$ cat config.mk
export PLATFORM = sky130hd
export DESIGN_NAME = annp_regs
export DESIGN_NICKNAME = d
export VERILOG_FILES = /design/src/logic/annp_pkg.sv /design/src/logic/annp_regs.sv
export SDC_FILE = /design/constraint.sdc
export NUM_CORES = 1
export LEC_CHECK = 0
export ABC_AREA = 1
export BUFFER_PORTS_ARGS = -buffer_cell sky130_fd_sc_hd__buf_2
export CAP_MARGIN = 20
export CORE_MARGIN = 10
export CORE_UTILIZATION = 55
export DETAILED_ROUTE_END_ITERATION = 10
export PLACE_DENSITY = 0.87
export SYNTH_ARGS = -nofsm -noshare
export SYNTH_HDL_FRONTEND = slang
export SYNTH_SLANG_ARGS = --single-unit
$ cat constraint.sdc
create_clock -name i_sys_clk -period 1.3 [get_ports i_sys_clk]
set_input_delay 0.26 -clock i_sys_clk [delete_from_list [all_inputs] [get_ports i_sys_clk]]
set_output_delay 0.26 -clock i_sys_clk [all_outputs]
set_load 0.01 [all_outputs]
$ cat src/logic/annp_pkg.sv
// annp_pkg: constants and carriers of the auto-negotiation next-page bank.
// assumes one system clock domain and a plain one-cycle register port.
// Summary of operation
// - fault bit latches high until register read
// - bit 3 shows partner next-page capability
// - bit 2 always reads one
// - bit 1 set on new received page
// - bit 0 shows partner autoneg ability
// - tx word bit 15 from next-page flag
// - tx bit 14 reserved, reads zero
// - writable message-page flag, resets to one
// - writable acknowledge-2 flag, resets to zero
// - read-only toggle drives tx bit 11
// - writable 11-bit message field, reset 0x001
// - received word flags captured read-only
// - received message field, reset 0x001
package annp_pkg;
   // ****************************************
   // register map and field positions
   // ****************************************
   localparam logic [3:0] ADDR_EXPANSION = 4'h6;
   localparam logic [3:0] ADDR_TX_WORD = 4'h7;
   localparam logic [3:0] ADDR_RX_WORD = 4'h8;
   localparam logic [3:0] ADDR_IRQ_STATUS = 4'h9;
   localparam logic [3:0] ADDR_IRQ_MASK = 4'ha;
   localparam logic [3:0] ADDR_TX_CTRL = 4'hb;
   localparam int BIT_FAULT = 4;
   localparam int BIT_PNP = 3;
   localparam int BIT_LNP = 2;
   localparam int BIT_PGRX = 1;
   localparam int BIT_PAN = 0;
   localparam int BIT_NP = 15;
   localparam int BIT_ACK = 14;
   localparam int BIT_MSG = 13;
   localparam int BIT_ACK2 = 12;
   localparam int BIT_TOG = 11;
   localparam logic [10:0] FIELD_RESET = 11'h001;
   localparam logic [15:0] WORD_RESET = 16'h2001;
   localparam logic [15:0] RX_RESET = 16'h0001;
   // interrupt events: fault, page received
   localparam int EV_FAULT = 0;
   localparam int EV_PAGE = 1;
   localparam int NUM_EV = 2;

   // code word as it travels on the link
   typedef struct packed {
      logic np;
      logic ack;
      logic msg;
      logic ack2;
      logic tog;
      logic [10:0] field;
   } annp_word_s;

   // register port request
   typedef struct packed {
      logic [3:0] addr;
      logic [15:0] wdata;
      logic wr;
      logic rd;
   } annp_req_s;
endpackage

$ cat src/logic/annp_regs.sv
// annp_regs: expansion, next-page transmit and partner next-page registers.
// assumes the negotiation engine drives its inputs on i_sys_clk; the
// partner status levels come from the line side and are synchronised here.
`timescale 1ns/100ps
module annp_regs (
   input wire logic i_sys_clk, // 250 mhz system clock
   input wire logic i_arst_n, // async reset, active low
   input wire annp_pkg::annp_req_s i_req, // register port request
   output logic [15:0] o_rdata, // read data, cycle after read
   input wire logic i_fault_det, // parallel detection fault level (pin)
   input wire logic i_partner_np, // partner next-page able level (pin)
   input wire logic i_partner_an, // partner autoneg able level (pin)
   input wire logic i_page_rx, // page received pulse, same clock
   input wire annp_pkg::annp_word_s i_rx_word, // received code word
   input wire logic i_page_sent, // next page sent pulse, same clock
   input wire logic i_base_tog, // last base-page toggle value
   input wire logic i_base_done, // base page exchange done pulse
   output annp_pkg::annp_word_s o_tx_word, // code word to send
   output logic o_irq // level interrupt
);
   // ****************************************
   // pin synchronisers
   // ****************************************
   logic [2:0] sync1_r, sync2_r;
   always_ff @(posedge i_sys_clk or negedge i_arst_n) begin
      if (!i_arst_n) begin
         sync1_r <= 3'h0;
         sync2_r <= 3'h0;
      end else begin
         sync1_r <= {i_fault_det, i_partner_np, i_partner_an};
         sync2_r <= sync1_r;
      end
   end
   wire logic fault_s = sync2_r[2];
   wire logic pnp_s = sync2_r[1];
   wire logic pan_s = sync2_r[0];

   // ****************************************
   // decode
   // ****************************************
   function automatic logic hit(input logic [3:0] a, input logic [3:0] b);
      return a == b;
   endfunction
   wire logic rd_exp = i_req.rd && hit(i_req.addr, annp_pkg::ADDR_EXPANSION);
   wire logic wr_tx = i_req.wr && hit(i_req.addr, annp_pkg::ADDR_TX_WORD);
   wire logic wr_ctl = i_req.wr && hit(i_req.addr, annp_pkg::ADDR_TX_CTRL);
   wire logic wr_ist = i_req.wr && hit(i_req.addr, annp_pkg::ADDR_IRQ_STATUS);
   wire logic wr_imk = i_req.wr && hit(i_req.addr, annp_pkg::ADDR_IRQ_MASK);

   // ****************************************
   // expansion status state
   // ****************************************
   logic fault_r, fault_nxt, pgrx_r, pgrx_nxt, pnp_r, pan_r;
   // set wins over the read-clear so a fault in the read cycle survives
   assign fault_nxt = fault_s | (fault_r & ~rd_exp);
   // page flag cleared by reading, new page wins
   assign pgrx_nxt = i_page_rx | (pgrx_r & ~rd_exp);
   always_ff @(posedge i_sys_clk or negedge i_arst_n) begin
      if (!i_arst_n) begin
         fault_r <= 1'b0;
         pgrx_r <= 1'b0;
         pnp_r <= 1'b0;
         pan_r <= 1'b0;
      end else begin
         fault_r <= fault_nxt;
         pgrx_r <= pgrx_nxt;
         pnp_r <= pnp_s;
         pan_r <= pan_s;
      end
   end
   wire logic [15:0] exp_word = {11'h000, fault_r, pnp_r, 1'b1, pgrx_r,
      pan_r}; // reserved 15:5 read zero

   // ****************************************
   // transmit word
   // ****************************************
   logic np_r, msg_r, ack2_r, tog_r, tog_nxt;
   logic [10:0] fld_r;
   // toggle starts opposite base page, flips per sent page
   assign tog_nxt = i_base_done ? ~i_base_tog :
      (i_page_sent ? ~tog_r : tog_r);
   always_ff @(posedge i_sys_clk or negedge i_arst_n) begin
      if (!i_arst_n) begin
         msg_r <= 1'b1;
         ack2_r <= 1'b0;
         fld_r <= annp_pkg::FIELD_RESET;
         np_r <= 1'b0;
         tog_r <= 1'b0;
      end else begin
         if (wr_tx) begin
            msg_r <= i_req.wdata[annp_pkg::BIT_MSG];
            ack2_r <= i_req.wdata[annp_pkg::BIT_ACK2];
            fld_r <= i_req.wdata[10:0];
         end
         // next-page flag is read-only at 0x7, set via control word
         if (wr_ctl)
            np_r <= i_req.wdata[annp_pkg::BIT_NP];
         tog_r <= tog_nxt;
      end
   end
   wire logic [15:0] tx_word = {np_r, 1'b0, msg_r, ack2_r, tog_r,
      fld_r}; // bit 14 zero

   // ****************************************
   // received word
   // ****************************************
   logic [15:0] rx_r;
   always_ff @(posedge i_sys_clk or negedge i_arst_n) begin
      if (!i_arst_n)
         rx_r <= annp_pkg::RX_RESET;
      else if (i_page_rx)
         rx_r <= i_rx_word;
   end

   // ****************************************
   // interrupts
   // ****************************************
   logic [annp_pkg::NUM_EV-1:0] ist_r, ist_nxt, imk_r;
   wire logic [annp_pkg::NUM_EV-1:0] ev = {i_page_rx, fault_s & ~fault_r};
   // write-one-to-clear, events win
   assign ist_nxt = ev | (ist_r & ~(wr_ist ? i_req.wdata[1:0] : 2'h0));
   always_ff @(posedge i_sys_clk or negedge i_arst_n) begin
      if (!i_arst_n) begin
         ist_r <= 2'h0;
         imk_r <= 2'h0;
         o_irq <= 1'b0;
      end else begin
         ist_r <= ist_nxt;
         if (wr_imk)
            imk_r <= i_req.wdata[1:0];
         o_irq <= |(ist_nxt & (wr_imk ? i_req.wdata[1:0] : imk_r));
      end
   end

   // ****************************************
   // read mux and outputs
   // ****************************************
   logic [15:0] rd_mux;
   always_comb begin
      rd_mux = 16'h0000;
      unique case (i_req.addr)
         annp_pkg::ADDR_EXPANSION: rd_mux = exp_word;
         annp_pkg::ADDR_TX_WORD: rd_mux = tx_word;
         annp_pkg::ADDR_RX_WORD: rd_mux = rx_r;
         annp_pkg::ADDR_IRQ_STATUS: rd_mux = {14'h0000, ist_r};
         annp_pkg::ADDR_IRQ_MASK: rd_mux = {14'h0000, imk_r};
         annp_pkg::ADDR_TX_CTRL: rd_mux = {np_r, 15'h0000};
         default: rd_mux = 16'h0000;
      endcase
   end
   always_ff @(posedge i_sys_clk or negedge i_arst_n) begin
      if (!i_arst_n) begin
         o_rdata <= 16'h0000;
         o_tx_word <= annp_pkg::WORD_RESET;
      end else begin
         o_rdata <= i_req.rd ? rd_mux : 16'h0000;
         o_tx_word <= {np_r, 1'b0, msg_r, ack2_r, tog_nxt, fld_r};
      end
   end

   // ****************************************
   // assertions
   // ****************************************
   a_fault_hold: assert property (@(posedge i_sys_clk) disable iff (!i_arst_n)
      fault_r && !rd_exp |=> fault_r) else $error("fault dropped");
   a_fault_clear: assert property (@(posedge i_sys_clk) disable iff (!i_arst_n)
      rd_exp && !fault_s |=> !fault_r) else $error("fault kept");
   a_np_able: assert property (@(posedge i_sys_clk) disable iff (!i_arst_n)
      i_req.rd && i_req.addr == annp_pkg::ADDR_EXPANSION |=> o_rdata[2])
      else $error("np able zero");
   a_page_set: assert property (@(posedge i_sys_clk) disable iff (!i_arst_n)
      i_page_rx |=> pgrx_r && rx_r == $past(i_rx_word))
      else $error("page not taken");
   a_pnp_track: assert property (@(posedge i_sys_clk) disable iff (!i_arst_n)
      pnp_s |=> pnp_r) else $error("pnp lag");
   a_pan_track: assert property (@(posedge i_sys_clk) disable iff (!i_arst_n)
      !pan_s |=> !pan_r) else $error("pan lag");
   a_tx_rsvd: assert property (@(posedge i_sys_clk) disable iff (!i_arst_n)
      !o_tx_word.ack) else $error("bit 14 set");
   a_tog_flip: assert property (@(posedge i_sys_clk) disable iff (!i_arst_n)
      i_page_sent && !i_base_done && !wr_tx |=> tog_r != $past(tog_r))
      else $error("toggle stuck");
   a_msg_write: assert property (@(posedge i_sys_clk) disable iff (!i_arst_n)
      wr_tx |=> msg_r == $past(i_req.wdata[13]) && ack2_r ==
      $past(i_req.wdata[12]) && fld_r == $past(i_req.wdata[10:0]))
      else $error("tx write lost");
   a_np_flag: assert property (@(posedge i_sys_clk) disable iff (!i_arst_n)
      wr_ctl |=> ##2 o_tx_word.np == $past(i_req.wdata[15], 3))
      else $error("np flag");
   c_fault_read: cover property (@(posedge i_sys_clk) fault_r ##1 rd_exp);
   c_page: cover property (@(posedge i_sys_clk) i_page_rx ##[1:4] rd_exp);
   c_irq: cover property (@(posedge i_sys_clk) o_irq ##1 wr_ist);
endmodule

# Word level (Yosys, flattened, before mapping)

Cells that the tools add are included.

Word-level logic and storage cells: 52
Output and inout bits: 33
Register bits after elaboration: 76
Input bits: 47
Memories kept: 0
Bits in writable memories: 0
Bits in latches: 0
Memory bits (read-only): 0

Divide/modulo/power cells: 0
Shift-type cells: 0
Bitwise logic cells: 13
$add $sub $neg: 0
Mux-type cells: 6
Equal/unequal tests: 6
Reduce and logical (&&, ||, !) cells: 7
$mul: 0
$lt $le $gt $ge: 0

Operators by type and width:

| kind                                                 | number |
|---|---|
| one-hot mux 16 bit (6 select lines)                  | 1 |
| equality test 4 bit (second input constant)          | 4 |
| two-way mux 16 bit                                   | 1 |
| equality test 4 x 3 -> 1 bit (second input constant) | 2 |
| logical AND 1 bit                                    | 5 |
| bitwise AND 2 bit                                    | 2 |
| two-way mux 2 bit                                    | 2 |
| NOT 1 bit                                            | 4 |
| bitwise AND 1 bit                                    | 3 |
| two-way mux 1 bit                                    | 2 |
| NOT 2 bit                                            | 1 |
| OR 1 bit                                             | 2 |
| OR 2 bit                                             | 1 |
| nonzero test 2 bit                                   | 1 |
| OR reduction 2 bit                                   | 1 |

# Depth between registers and ports, before layout

Gate-level depths: netlist (run 1).

Word-level depth: 8
Mapped depth: 9
Gate-level depth less buffers: 9

# Worst setup path after synthesis (run 1)

Ideal clock, no wire load.

Path kind: in2reg
Start point: in i_req[20] (netlist bit)
End point: reg fld_r[2]
Path slack: 0.178 ns
Path buffers: 1
Data arrival time: 1.005 ns
Data required time: 1.183 ns
Library setup time: 0.117 ns
Stages on the path: 6
Cell sequence: inv_1 -> nor3_4 -> nand2_2 -> buf_6 -> nand2_1 -> nand2_1

Cells in the longest elaborated chain, start to end: 2

RTL lines:

| what                         | RTL line        | RTL |
|---|---|---|
| start: declaration           | annp_regs.sv:8  | `input wire annp_pkg::annp_req_s i_req,` |
| equality test 4 x 3 -> 1 bit | annp_regs.sv:42 | `return a == b;` |
| logical AND 1 bit            | annp_regs.sv:45 | `wire logic wr_tx = i_req.wr && hit(i_req.addr, annp_pkg::ADDR_TX_WORD);` |
| end signal: assignment       | annp_regs.sv:86 | `fld_r <= annp_pkg::FIELD_RESET;` |
| end signal: assignment       | annp_regs.sv:93 | `fld_r <= i_req.wdata[10:0];` |
| end: declaration             | annp_regs.sv:78 | `logic [10:0] fld_r;` |

No other way between the ends.
A chain may end at the register's enable or synchronous reset.

# Worst setup path after layout (run 1)

Start point: reg o_tx_word[13] (netlist bit)
End point: out o_tx_word[13] (netlist bit)

RTL lines:

| what                     | RTL line         | RTL |
|---|---|---|
| start: declaration       | annp_regs.sv:18  | `output annp_pkg::annp_word_s o_tx_word,` |
| start signal: assignment | annp_regs.sv:154 | `o_tx_word <= annp_pkg::WORD_RESET;` |
| start signal: assignment | annp_regs.sv:157 | `o_tx_word <= {np_r, 1'b0, msg_r, ack2_r, tog_nxt, fld_r};` |

No word-level cell between the ends.

==> results of run 1 <==
==> flip-flops by register name (all words and copies together), names as in the netlist, 2 cells and up <==
name and flops:
o_rdata 16, rx_r 16, o_tx_word 15, fld_r 11, sync1_r 3, sync2_r 3
imk_r 2, ist_r 2
==> Yosys cell counts, drive strengths merged, types with 2 or more instances <==
| library cell | instances |
|---|---|
| dfrtp | 71 |
| clkbuf | 4 |
| o21ai | 7 |
| buf | 8 |
| o211ai | 2 |
| nand2 | 125 |
| nand3 | 24 |
| inv | 16 |
| nor3 | 2 |
| nor2 | 10 |
| a21oi | 9 |
| dfstp | 5 |
==> final cells by class <==
class                      instances  area share [%]
multi-input combinational        184           22.27
inverter                          16           1.705
timing repair buffer              89           14.77
clock buffer                      14           4.332
clock inverter                     2          0.2841
sequential                        76           54.15
tap                               70           2.486
==> worst register-to-register path, stage by stage, from the launching register on <==
cell and delay [ns]:
sky130_fd_sc_hd__dfstp_2 0.56, sky130_fd_sc_hd__nand2_1 0.06, sky130_fd_sc_hd__a21oi_1 0.21
==> routing by layer <==
layer  share of wire (%)  track usage (%)  up-vias  routed length, um
li1                    -                -     1075                  -
met1                  40            18.27     1001               2756
met2                  48            27.61       78               3275
met3                 7.3            5.705       26                495
met4                 4.2            11.05        0                287
met5                   0                0        -                  0
==> where the power goes <==
group          internal [mW]  switching (mW)  total (mW)  leakage, nW
registers               2.66           0.148        2.81        0.942
clock network          0.744           0.803        1.55       0.0844
logic                  0.250           0.372       0.622        0.916
==> timing repair <==
action	CTS	global route
buffers inserted	0	0
hold endpoints to repair	71	0
hold buffers	1	0
==> how the worst max path moves through the flow <==
stage	startpoint	to	slack, ns	cells past startpoint
3_3_place_gp	i_req[20]	o_irq	0.02	9
6_report	o_tx_word[13]	o_tx_word[13]	0.06	1
2_1_floorplan	i_req[20]	fld_r[2]	0.18	6
4_1_cts	o_tx_word[13]	o_tx_word[13]	0.05	1
3_5_place_dp	i_req[20]	o_irq	-0.12	9
5_1_grt	o_tx_word[0]	o_tx_word[0]	0.03	1
==> metrics by stage <==
step                      TNS [ns]  cells  setup slack (ns)  area (um2)
after global routing             0    451           0.02728        3523
after global placement           0    434           0.02459        3351
final                            0    451           0.06208        3523
after CTS                        0    451           0.04709        3523
after detailed placement   -0.1965    434           -0.1166        3351
after floorplan                  0    288            0.1778        2829
==> logic make-up (layout without fill, tap and decap cells) <==
logic type	after synthesis	after routing	synth area share [%]
xor gates and xnor gates	1	1	0.3097
AOI/OAI and AO/OA	20	20	3.848
other	1	1	0.1326
buffers and inverters	28	121	4.820
and+or+nand+nor	161	161	23.09
DFF	76	76	67.45
muxes	1	1	0.3538
==> run_summary.xml, run 1 <==
<?xml version="1.0" encoding="UTF-8"?>
<metrics>
  <group name="worst_setup_path">
    <metric name="crit_arrival" unit="ns">0.98</metric>
    <metric name="rr_endpoint" unit="">o_rdata[13]</metric>
    <metric name="setup.worst_path.class" unit="">flip-flop to output port</metric>
    <metric name="critical-path-top-delay-family" unit="">flip-flops</metric>
    <metric name="crit_required" unit="ns">1.04</metric>
    <metric name="reg2reg_depth" unit="">2</metric>
    <metric name="reg2reg_from" unit="">msg_r</metric>
    <metric name="critical_path.cell_chain" unit="">buf_2</metric>
    <metric name="setup.worst_path.end_class" unit="">output port</metric>
    <metric name="critical_path.max_stage_delay" unit="ns">0.52</metric>
    <metric name="rrSetupSlack" unit="ns">0.39</metric>
    <metric name="startpoint_type" unit="">flip-flop</metric>
    <metric name="cp.buffers_inverters" unit="">1</metric>
    <metric name="cp_slowest_cell" unit="">sky130_fd_sc_hd__dfstp_2</metric>
    <metric name="crit_fanout" unit="">1</metric>
  </group>
  <group name="run">
    <metric name="drv_cap" unit="">0</metric>
  </group>
  <group name="yosys">
    <metric name="syn-num-nets" unit="">335</metric>
    <metric name="synth_edf_count" unit="">0</metric>
    <metric name="ys_seq_area_share" unit="%">67.45</metric>
    <metric name="synth_top_area_cell" unit="">sky130_fd_sc_hd__dfrtp_1</metric>
    <metric name="yosys_warnings" unit="">0</metric>
    <metric name="synthTopCellsByArea" unit="">sky130_fd_sc_hd__dfrtp_1, sky130_fd_sc_hd__nand2_1, sky130_fd_sc_hd__dfstp_2</metric>
    <metric name="fraction_of_registers_with_async_set_or_reset_after_synthesis" unit="%">100.0</metric>
    <metric name="synth_top_flop_cell" unit="">sky130_fd_sc_hd__dfrtp_1</metric>
    <metric name="syn_inst" unit="">288</metric>
    <metric name="synthesis.area_per_instance" unit="um2">9.823</metric>
    <metric name="synth.distinct_cells" unit="">24</metric>
    <metric name="syn_area" unit="um2">2829</metric>
    <metric name="synthDominantCellAreaShare" unit="%">62.80</metric>
    <metric name="ys_seq_elements" unit="">76</metric>
  </group>
  <group name="grt">
    <metric name="grt_overflow" unit="">0</metric>
    <metric name="grt_pass1_vias" unit="">2344</metric>
    <metric name="grt_pass1_wl" unit="um">11230</metric>
    <metric name="grt_antenna_before_repair" unit="">0</metric>
    <metric name="pin_count_of_the_biggest_net_entering_global_routing" unit="">44</metric>
    <metric name="gr-usage-all-layers" unit="%">16.83</metric>
  </group>
  <group name="timing">
    <metric name="finalCritPeriodShare" unit="%">95.22</metric>
    <metric name="period_minus_slack" unit="ns">1.238</metric>
    <metric name="maximum_operating_frequency" unit="GHz">0.8078</metric>
    <metric name="final.hold.worst_slack" unit="ns">0.02508</metric>
    <metric name="finalMaxSlewViolations" unit="">0</metric>
    <metric name="clock-skew-final" unit="ns">0.007020</metric>
    <metric name="finalHoldViolCount" unit="">0</metric>
    <metric name="final-setup-viol-count" unit="">0</metric>
    <metric name="rsz0062_at_grt" unit="">false</metric>
  </group>
  <group name="hold_path">
    <metric name="worst_hold_path.endpoint" unit="">sync1_r[2]</metric>
    <metric name="holdPathStages" unit="">1</metric>
    <metric name="hold_start" unit="">i_fault_det</metric>
    <metric name="timing.hold.worst.class" unit="">primary input to flip-flop</metric>
  </group>
  <group name="clock_tree">
    <metric name="cts-root-buf" unit="">sky130_fd_sc_hd__clkbuf_8</metric>
    <metric name="worst_setup_hold_path_clk_slew" unit="ns">0.07</metric>
    <metric name="cts_repair_resize_count" unit="">0</metric>
    <metric name="cts_tree" unit="">built</metric>
    <metric name="ctsHtreeMaxLevel" unit="">3</metric>
    <metric name="clk-insertion-delay-late" unit="ns">0.34</metric>
    <metric name="cts_inserted_buffers" unit="">9</metric>
    <metric name="clock_path_buffers" unit="">2</metric>
    <metric name="cts.sink_count" unit="">76</metric>
  </group>
  <group name="routing">
    <metric name="wirelength" unit="um">6814</metric>
    <metric name="via_per_inst" unit="">4.834</metric>
    <metric name="starting_drt_drc_count" unit="">172</metric>
    <metric name="postRouteAntennaNets" unit="">0</metric>
    <metric name="drc_errors" unit="">0</metric>
    <metric name="route.vias.total" unit="">2180</metric>
    <metric name="routedWlPerCell" unit="um">15.11</metric>
    <metric name="drt_pass1_iterations" unit="">4</metric>
  </group>
  <group name="cells_and_area">
    <metric name="multi_input_area" unit="um2">784.5</metric>
    <metric name="mostFrequentLayoutCell" unit="">sky130_fd_sc_hd__nand2_1</metric>
    <metric name="top_library_cells_by_usage_in_the_layout_fill_and_taps_aside" unit="">sky130_fd_sc_hd__nand2_1, sky130_fd_sc_hd__buf_2, sky130_fd_sc_hd__dfrtp_1, sky130_fd_sc_hd__nand3_1, sky130_fd_sc_hd__inv_1</metric>
    <metric name="nFillCells" unit="">377</metric>
    <metric name="seqCellArea" unit="um2">1908</metric>
    <metric name="layout-area-overhead-vs-synth" unit="%">24.55</metric>
    <metric name="num_antenna_cells" unit="">0</metric>
    <metric name="drive_gt1_share" unit="%">28.35</metric>
    <metric name="final_util" unit="%">69.88</metric>
    <metric name="nNetsFinal" unit="">423</metric>
  </group>
  <group name="floorplan">
    <metric name="std_cell_rows" unit="">26</metric>
    <metric name="pin_count" unit="">80</metric>
    <metric name="die_w" unit="um">91.72</metric>
    <metric name="die_y" unit="um">91.72</metric>
    <metric name="initial_core_util" unit="%">56.10</metric>
    <metric name="placeableCoreArea" unit="um2">5042</metric>
    <metric name="design.die.area" unit="um2">8413</metric>
  </group>
  <group name="power">
    <metric name="max-vdd-ir-drop" unit="uV">649.7</metric>
    <metric name="power.total" unit="mW">4.980</metric>
    <metric name="power.leakage" unit="nW">1.942</metric>
    <metric name="pwr_density_cell" unit="nW/um2">1414</metric>
  </group>
  <group name="run_status">
    <metric name="status" unit="">finished, final reports clean</metric>
  </group>
  <group name="place">
    <metric name="placement.io_buffers" unit="">76</metric>
    <metric name="hpwl" unit="um">5058</metric>
    <metric name="finalWeightedCongestion" unit="">0.8104</metric>
  </group>
</metrics>
Power figures use the tool's default switching activity.
==> run 2: changes to the inputs <==
--- a/config.mk
+++ b/config.mk
@@ -5,13 +5,12 @@
 export SDC_FILE = /design/constraint.sdc
 export NUM_CORES = 1
 export LEC_CHECK = 0
-export ABC_AREA = 1
 export BUFFER_PORTS_ARGS = -buffer_cell sky130_fd_sc_hd__buf_2
 export CAP_MARGIN = 20
 export CORE_MARGIN = 10
 export CORE_UTILIZATION = 55
 export DETAILED_ROUTE_END_ITERATION = 10
-export PLACE_DENSITY = 0.87
+export PLACE_DENSITY = 0.86
 export SYNTH_ARGS = -nofsm -noshare
 export SYNTH_HDL_FRONTEND = slang
 export SYNTH_SLANG_ARGS = --single-unit
==> run 2 against run 1 <==
Against the previous run: register-to-register slack got worse by 0.18 ns; synthesized area rose by 1.4%; clock power rose by 40%; first-iteration DRC count fell by 49%; clock-buffer cell count fell by 2; total power rose by 16%.
==> run_summary.xml, run 2 <==
<?xml version="1.0" encoding="UTF-8"?>
<metrics>
  <group name="run_status">
    <metric name="status" unit="">finished, final reports clean</metric>
  </group>
  <group name="timing">
    <metric name="rsz0062_at_grt" unit="">false</metric>
    <metric name="finalHoldViolCount" unit="">0</metric>
    <metric name="final.hold.worst_slack" unit="ns">0.02601</metric>
    <metric name="finalMaxSlewViolations" unit="">0</metric>
    <metric name="finalCritPeriodShare" unit="%">95.26</metric>
    <metric name="final-setup-viol-count" unit="">0</metric>
    <metric name="setup_total_negative_slack" unit="ns">0</metric>
    <metric name="clock-skew-final" unit="ns">0.007263</metric>
    <metric name="setup_slack" unit="ns">0.06157</metric>
    <metric name="maximum_operating_frequency" unit="GHz">0.8075</metric>
    <metric name="period_minus_slack" unit="ns">1.238</metric>
  </group>
  <group name="hold_path">
    <metric name="holdPathStages" unit="">1</metric>
    <metric name="worst_hold_path.endpoint" unit="">sync1_r[1]</metric>
    <metric name="hold_start" unit="">i_partner_np</metric>
    <metric name="timing.hold.worst.class" unit="">primary input to flip-flop</metric>
  </group>
  <group name="worst_setup_path">
    <metric name="critical_path.max_stage_delay" unit="ns">0.52</metric>
    <metric name="cp_slowest_cell" unit="">sky130_fd_sc_hd__dfstp_2</metric>
    <metric name="critical_path.cell_chain" unit="">buf_2</metric>
    <metric name="critical-path-top-delay-family" unit="">flip-flops</metric>
    <metric name="setup.worst_path.class" unit="">flip-flop to output port</metric>
    <metric name="rr_endpoint" unit="">o_irq</metric>
    <metric name="crit_arrival" unit="ns">0.98</metric>
    <metric name="startpoint_type" unit="">flip-flop</metric>
    <metric name="crit_required" unit="ns">1.04</metric>
    <metric name="reg2reg_depth" unit="">3</metric>
    <metric name="reg2reg_from" unit="">sync2_r[2]</metric>
    <metric name="cp.buffers_inverters" unit="">1</metric>
    <metric name="crit_fanout" unit="">1</metric>
    <metric name="setup.worst_path.end_class" unit="">output port</metric>
    <metric name="rrSetupSlack" unit="ns">0.21</metric>
  </group>
  <group name="run">
    <metric name="drv_cap" unit="">0</metric>
  </group>
  <group name="grt">
    <metric name="grt_overflow" unit="">0</metric>
    <metric name="grt_antenna_before_repair" unit="">0</metric>
    <metric name="pin_count_of_the_biggest_net_entering_global_routing" unit="">77</metric>
    <metric name="grt_pass1_vias" unit="">2009</metric>
    <metric name="grt_pass1_wl" unit="um">9998</metric>
    <metric name="gr-usage-all-layers" unit="%">15.10</metric>
  </group>
  <group name="clock_tree">
    <metric name="cts_inserted_buffers" unit="">9</metric>
    <metric name="clock_path_buffers" unit="">2</metric>
    <metric name="cts.sink_count" unit="">76</metric>
    <metric name="cts-root-buf" unit="">sky130_fd_sc_hd__clkbuf_8</metric>
    <metric name="ctsHtreeMaxLevel" unit="">3</metric>
    <metric name="worst_setup_hold_path_clk_slew" unit="ns">0.08</metric>
    <metric name="clk-insertion-delay-late" unit="ns">0.34</metric>
    <metric name="cts_tree" unit="">built</metric>
  </group>
  <group name="cells_and_area">
    <metric name="top_library_cells_by_usage_in_the_layout_fill_and_taps_aside" unit="">sky130_fd_sc_hd__buf_2, sky130_fd_sc_hd__dfrtp_1, sky130_fd_sc_hd__mux2_2, sky130_fd_sc_hd__buf_4, sky130_fd_sc_hd__nor2_1</metric>
    <metric name="layoutNonFillerInstCount" unit="">361</metric>
    <metric name="layout-area-overhead-vs-synth" unit="%">27.82</metric>
    <metric name="nNetsFinal" unit="">333</metric>
    <metric name="final_util" unit="%">72.26</metric>
    <metric name="num_antenna_cells" unit="">0</metric>
    <metric name="drive_gt1_share" unit="%">51.20</metric>
    <metric name="mostFrequentLayoutCell" unit="">sky130_fd_sc_hd__buf_2</metric>
    <metric name="reg_top3" unit="">o_rdata x16, rx_r x16, o_tx_word x15</metric>
    <metric name="finish.instance_area" unit="um2">3667</metric>
  </group>
  <group name="floorplan">
    <metric name="pin_count" unit="">80</metric>
    <metric name="initial_core_util" unit="%">56.53</metric>
    <metric name="die_w" unit="um">92.23</metric>
    <metric name="design.die.area" unit="um2">8505</metric>
    <metric name="std_cell_rows" unit="">26</metric>
    <metric name="die_y" unit="um">92.23</metric>
    <metric name="placeableCoreArea" unit="um2">5075</metric>
  </group>
  <group name="routing">
    <metric name="drt_pass1_iterations" unit="">4</metric>
    <metric name="postRouteAntennaNets" unit="">0</metric>
    <metric name="starting_drt_drc_count" unit="">87</metric>
    <metric name="wirelength" unit="um">6183</metric>
    <metric name="drc_errors" unit="">0</metric>
    <metric name="routedWlPerCell" unit="um">17.13</metric>
    <metric name="via_per_inst" unit="">5.036</metric>
    <metric name="route.vias.total" unit="">1818</metric>
  </group>
  <group name="yosys">
    <metric name="synth_top_area_cell" unit="">sky130_fd_sc_hd__dfrtp_1</metric>
    <metric name="ys_seq_area_share" unit="%">66.51</metric>
    <metric name="ys_top_cells_by_count" unit="">sky130_fd_sc_hd__dfrtp_1, sky130_fd_sc_hd__mux2_2, sky130_fd_sc_hd__nor2_1</metric>
    <metric name="fraction_of_registers_with_async_set_or_reset_after_synthesis" unit="%">100.0</metric>
    <metric name="synthDominantCellAreaShare" unit="%">61.93</metric>
    <metric name="yosys_warnings" unit="">0</metric>
    <metric name="synthesis.area_per_instance" unit="um2">14.94</metric>
    <metric name="synth.distinct_cells" unit="">33</metric>
    <metric name="syn_inst" unit="">192</metric>
    <metric name="synthTopCellsByArea" unit="">sky130_fd_sc_hd__dfrtp_1, sky130_fd_sc_hd__mux2_2, sky130_fd_sc_hd__mux2_4</metric>
    <metric name="synth_top_flop_cell" unit="">sky130_fd_sc_hd__dfrtp_1</metric>
    <metric name="synth_edf_count" unit="">0</metric>
    <metric name="ys_seq_elements" unit="">76</metric>
    <metric name="syn-num-nets" unit="">239</metric>
    <metric name="post-synth-top-count-cell" unit="">sky130_fd_sc_hd__dfrtp_1</metric>
    <metric name="syn_area" unit="um2">2869</metric>
  </group>
  <group name="place">
    <metric name="placed_cells" unit="">344</metric>
    <metric name="hpwl" unit="um">4520</metric>
    <metric name="finalWeightedCongestion" unit="">0.8678</metric>
    <metric name="post_dp_cell_area" unit="um2">3407</metric>
    <metric name="placement.io_buffers" unit="">76</metric>
    <metric name="preCtsSetupSlack" unit="ns">-0.1779</metric>
  </group>
  <group name="power">
    <metric name="power.total" unit="mW">5.802</metric>
    <metric name="max-vdd-ir-drop" unit="uV">1239</metric>
    <metric name="pwr_density_cell" unit="nW/um2">1582</metric>
    <metric name="power.leakage" unit="nW">1.826</metric>
  </group>
</metrics>
==> run 2: cell families after synthesis <==
kind of cell,after synthesis,synth area share [%]
buffers and inverters,14,3.358
other,1,0.1307
AOI/OAI and AO/OA,24,6.149
xor gates and xnor gates,2,0.6107
and+or+nand+nor,37,7.327
DFF,76,66.51
muxes,38,15.92
==> run 2: report_power, final <==
part           switching [mW]  leakage (nW)  internal [mW]
Sequential              0.159         0.923           2.70
Combinational           0.343         0.777          0.431
Clock                   0.796         0.127           1.38
Total                    1.30          1.83           4.50
==> run 2: repair_timing <==
| action | 4_1_cts | 5_1_grt |
|---|---|---|
| hold endpoints to repair | 71 | 0 |
| endpoints found under the setup margin | 0 | 0 |
| resized for setup | 0 | 0 |
| hold buffers | 1 | 0 |
| buffers inserted | 0 | 0 |
==> run 2: final cells by class <==
cell class / instances / area [um2]
inverters: 3 / 11.26
clock inverters: 4 / 95.09
clock buffers: 12 / 155.1
repair buffers: 94 / 533.0
well taps: 70 / 87.58
flip-flops and latches: 76 / 1908
multi-input cells: 102 / 877.1
fillers: 354 / 1408
==> run 2: worst max path at each step <==
stage	start	end	slack, ns	cells past startpoint
3_5_place_dp	i_req[21]	o_irq	-0.18	6
5_1_grt	o_tx_word[13]	o_tx_word[13]	0.02	1
2_1_floorplan	i_req[19]	fld_r[1]	-0.14	7
6_report	o_tx_word[13]	o_tx_word[13]	0.06	1
4_1_cts	o_tx_word[13]	o_tx_word[13]	0.04	1
3_3_place_gp	i_req[20]	fld_r[10]	-0.14	6
==> run 2: per-layer routing <==
| layer | global-route usage (%) | up-vias | routed length, um |
|---|---|---|---|
| li1 | - | 854 | - |
| met1 | 16.41 | 879 | 2487 |
| met2 | 24.53 | 67 | 3040 |
| met3 | 4.482 | 18 | 427 |
| met4 | 11.18 | 0 | 227 |
| met5 | 0 | - | 0 |
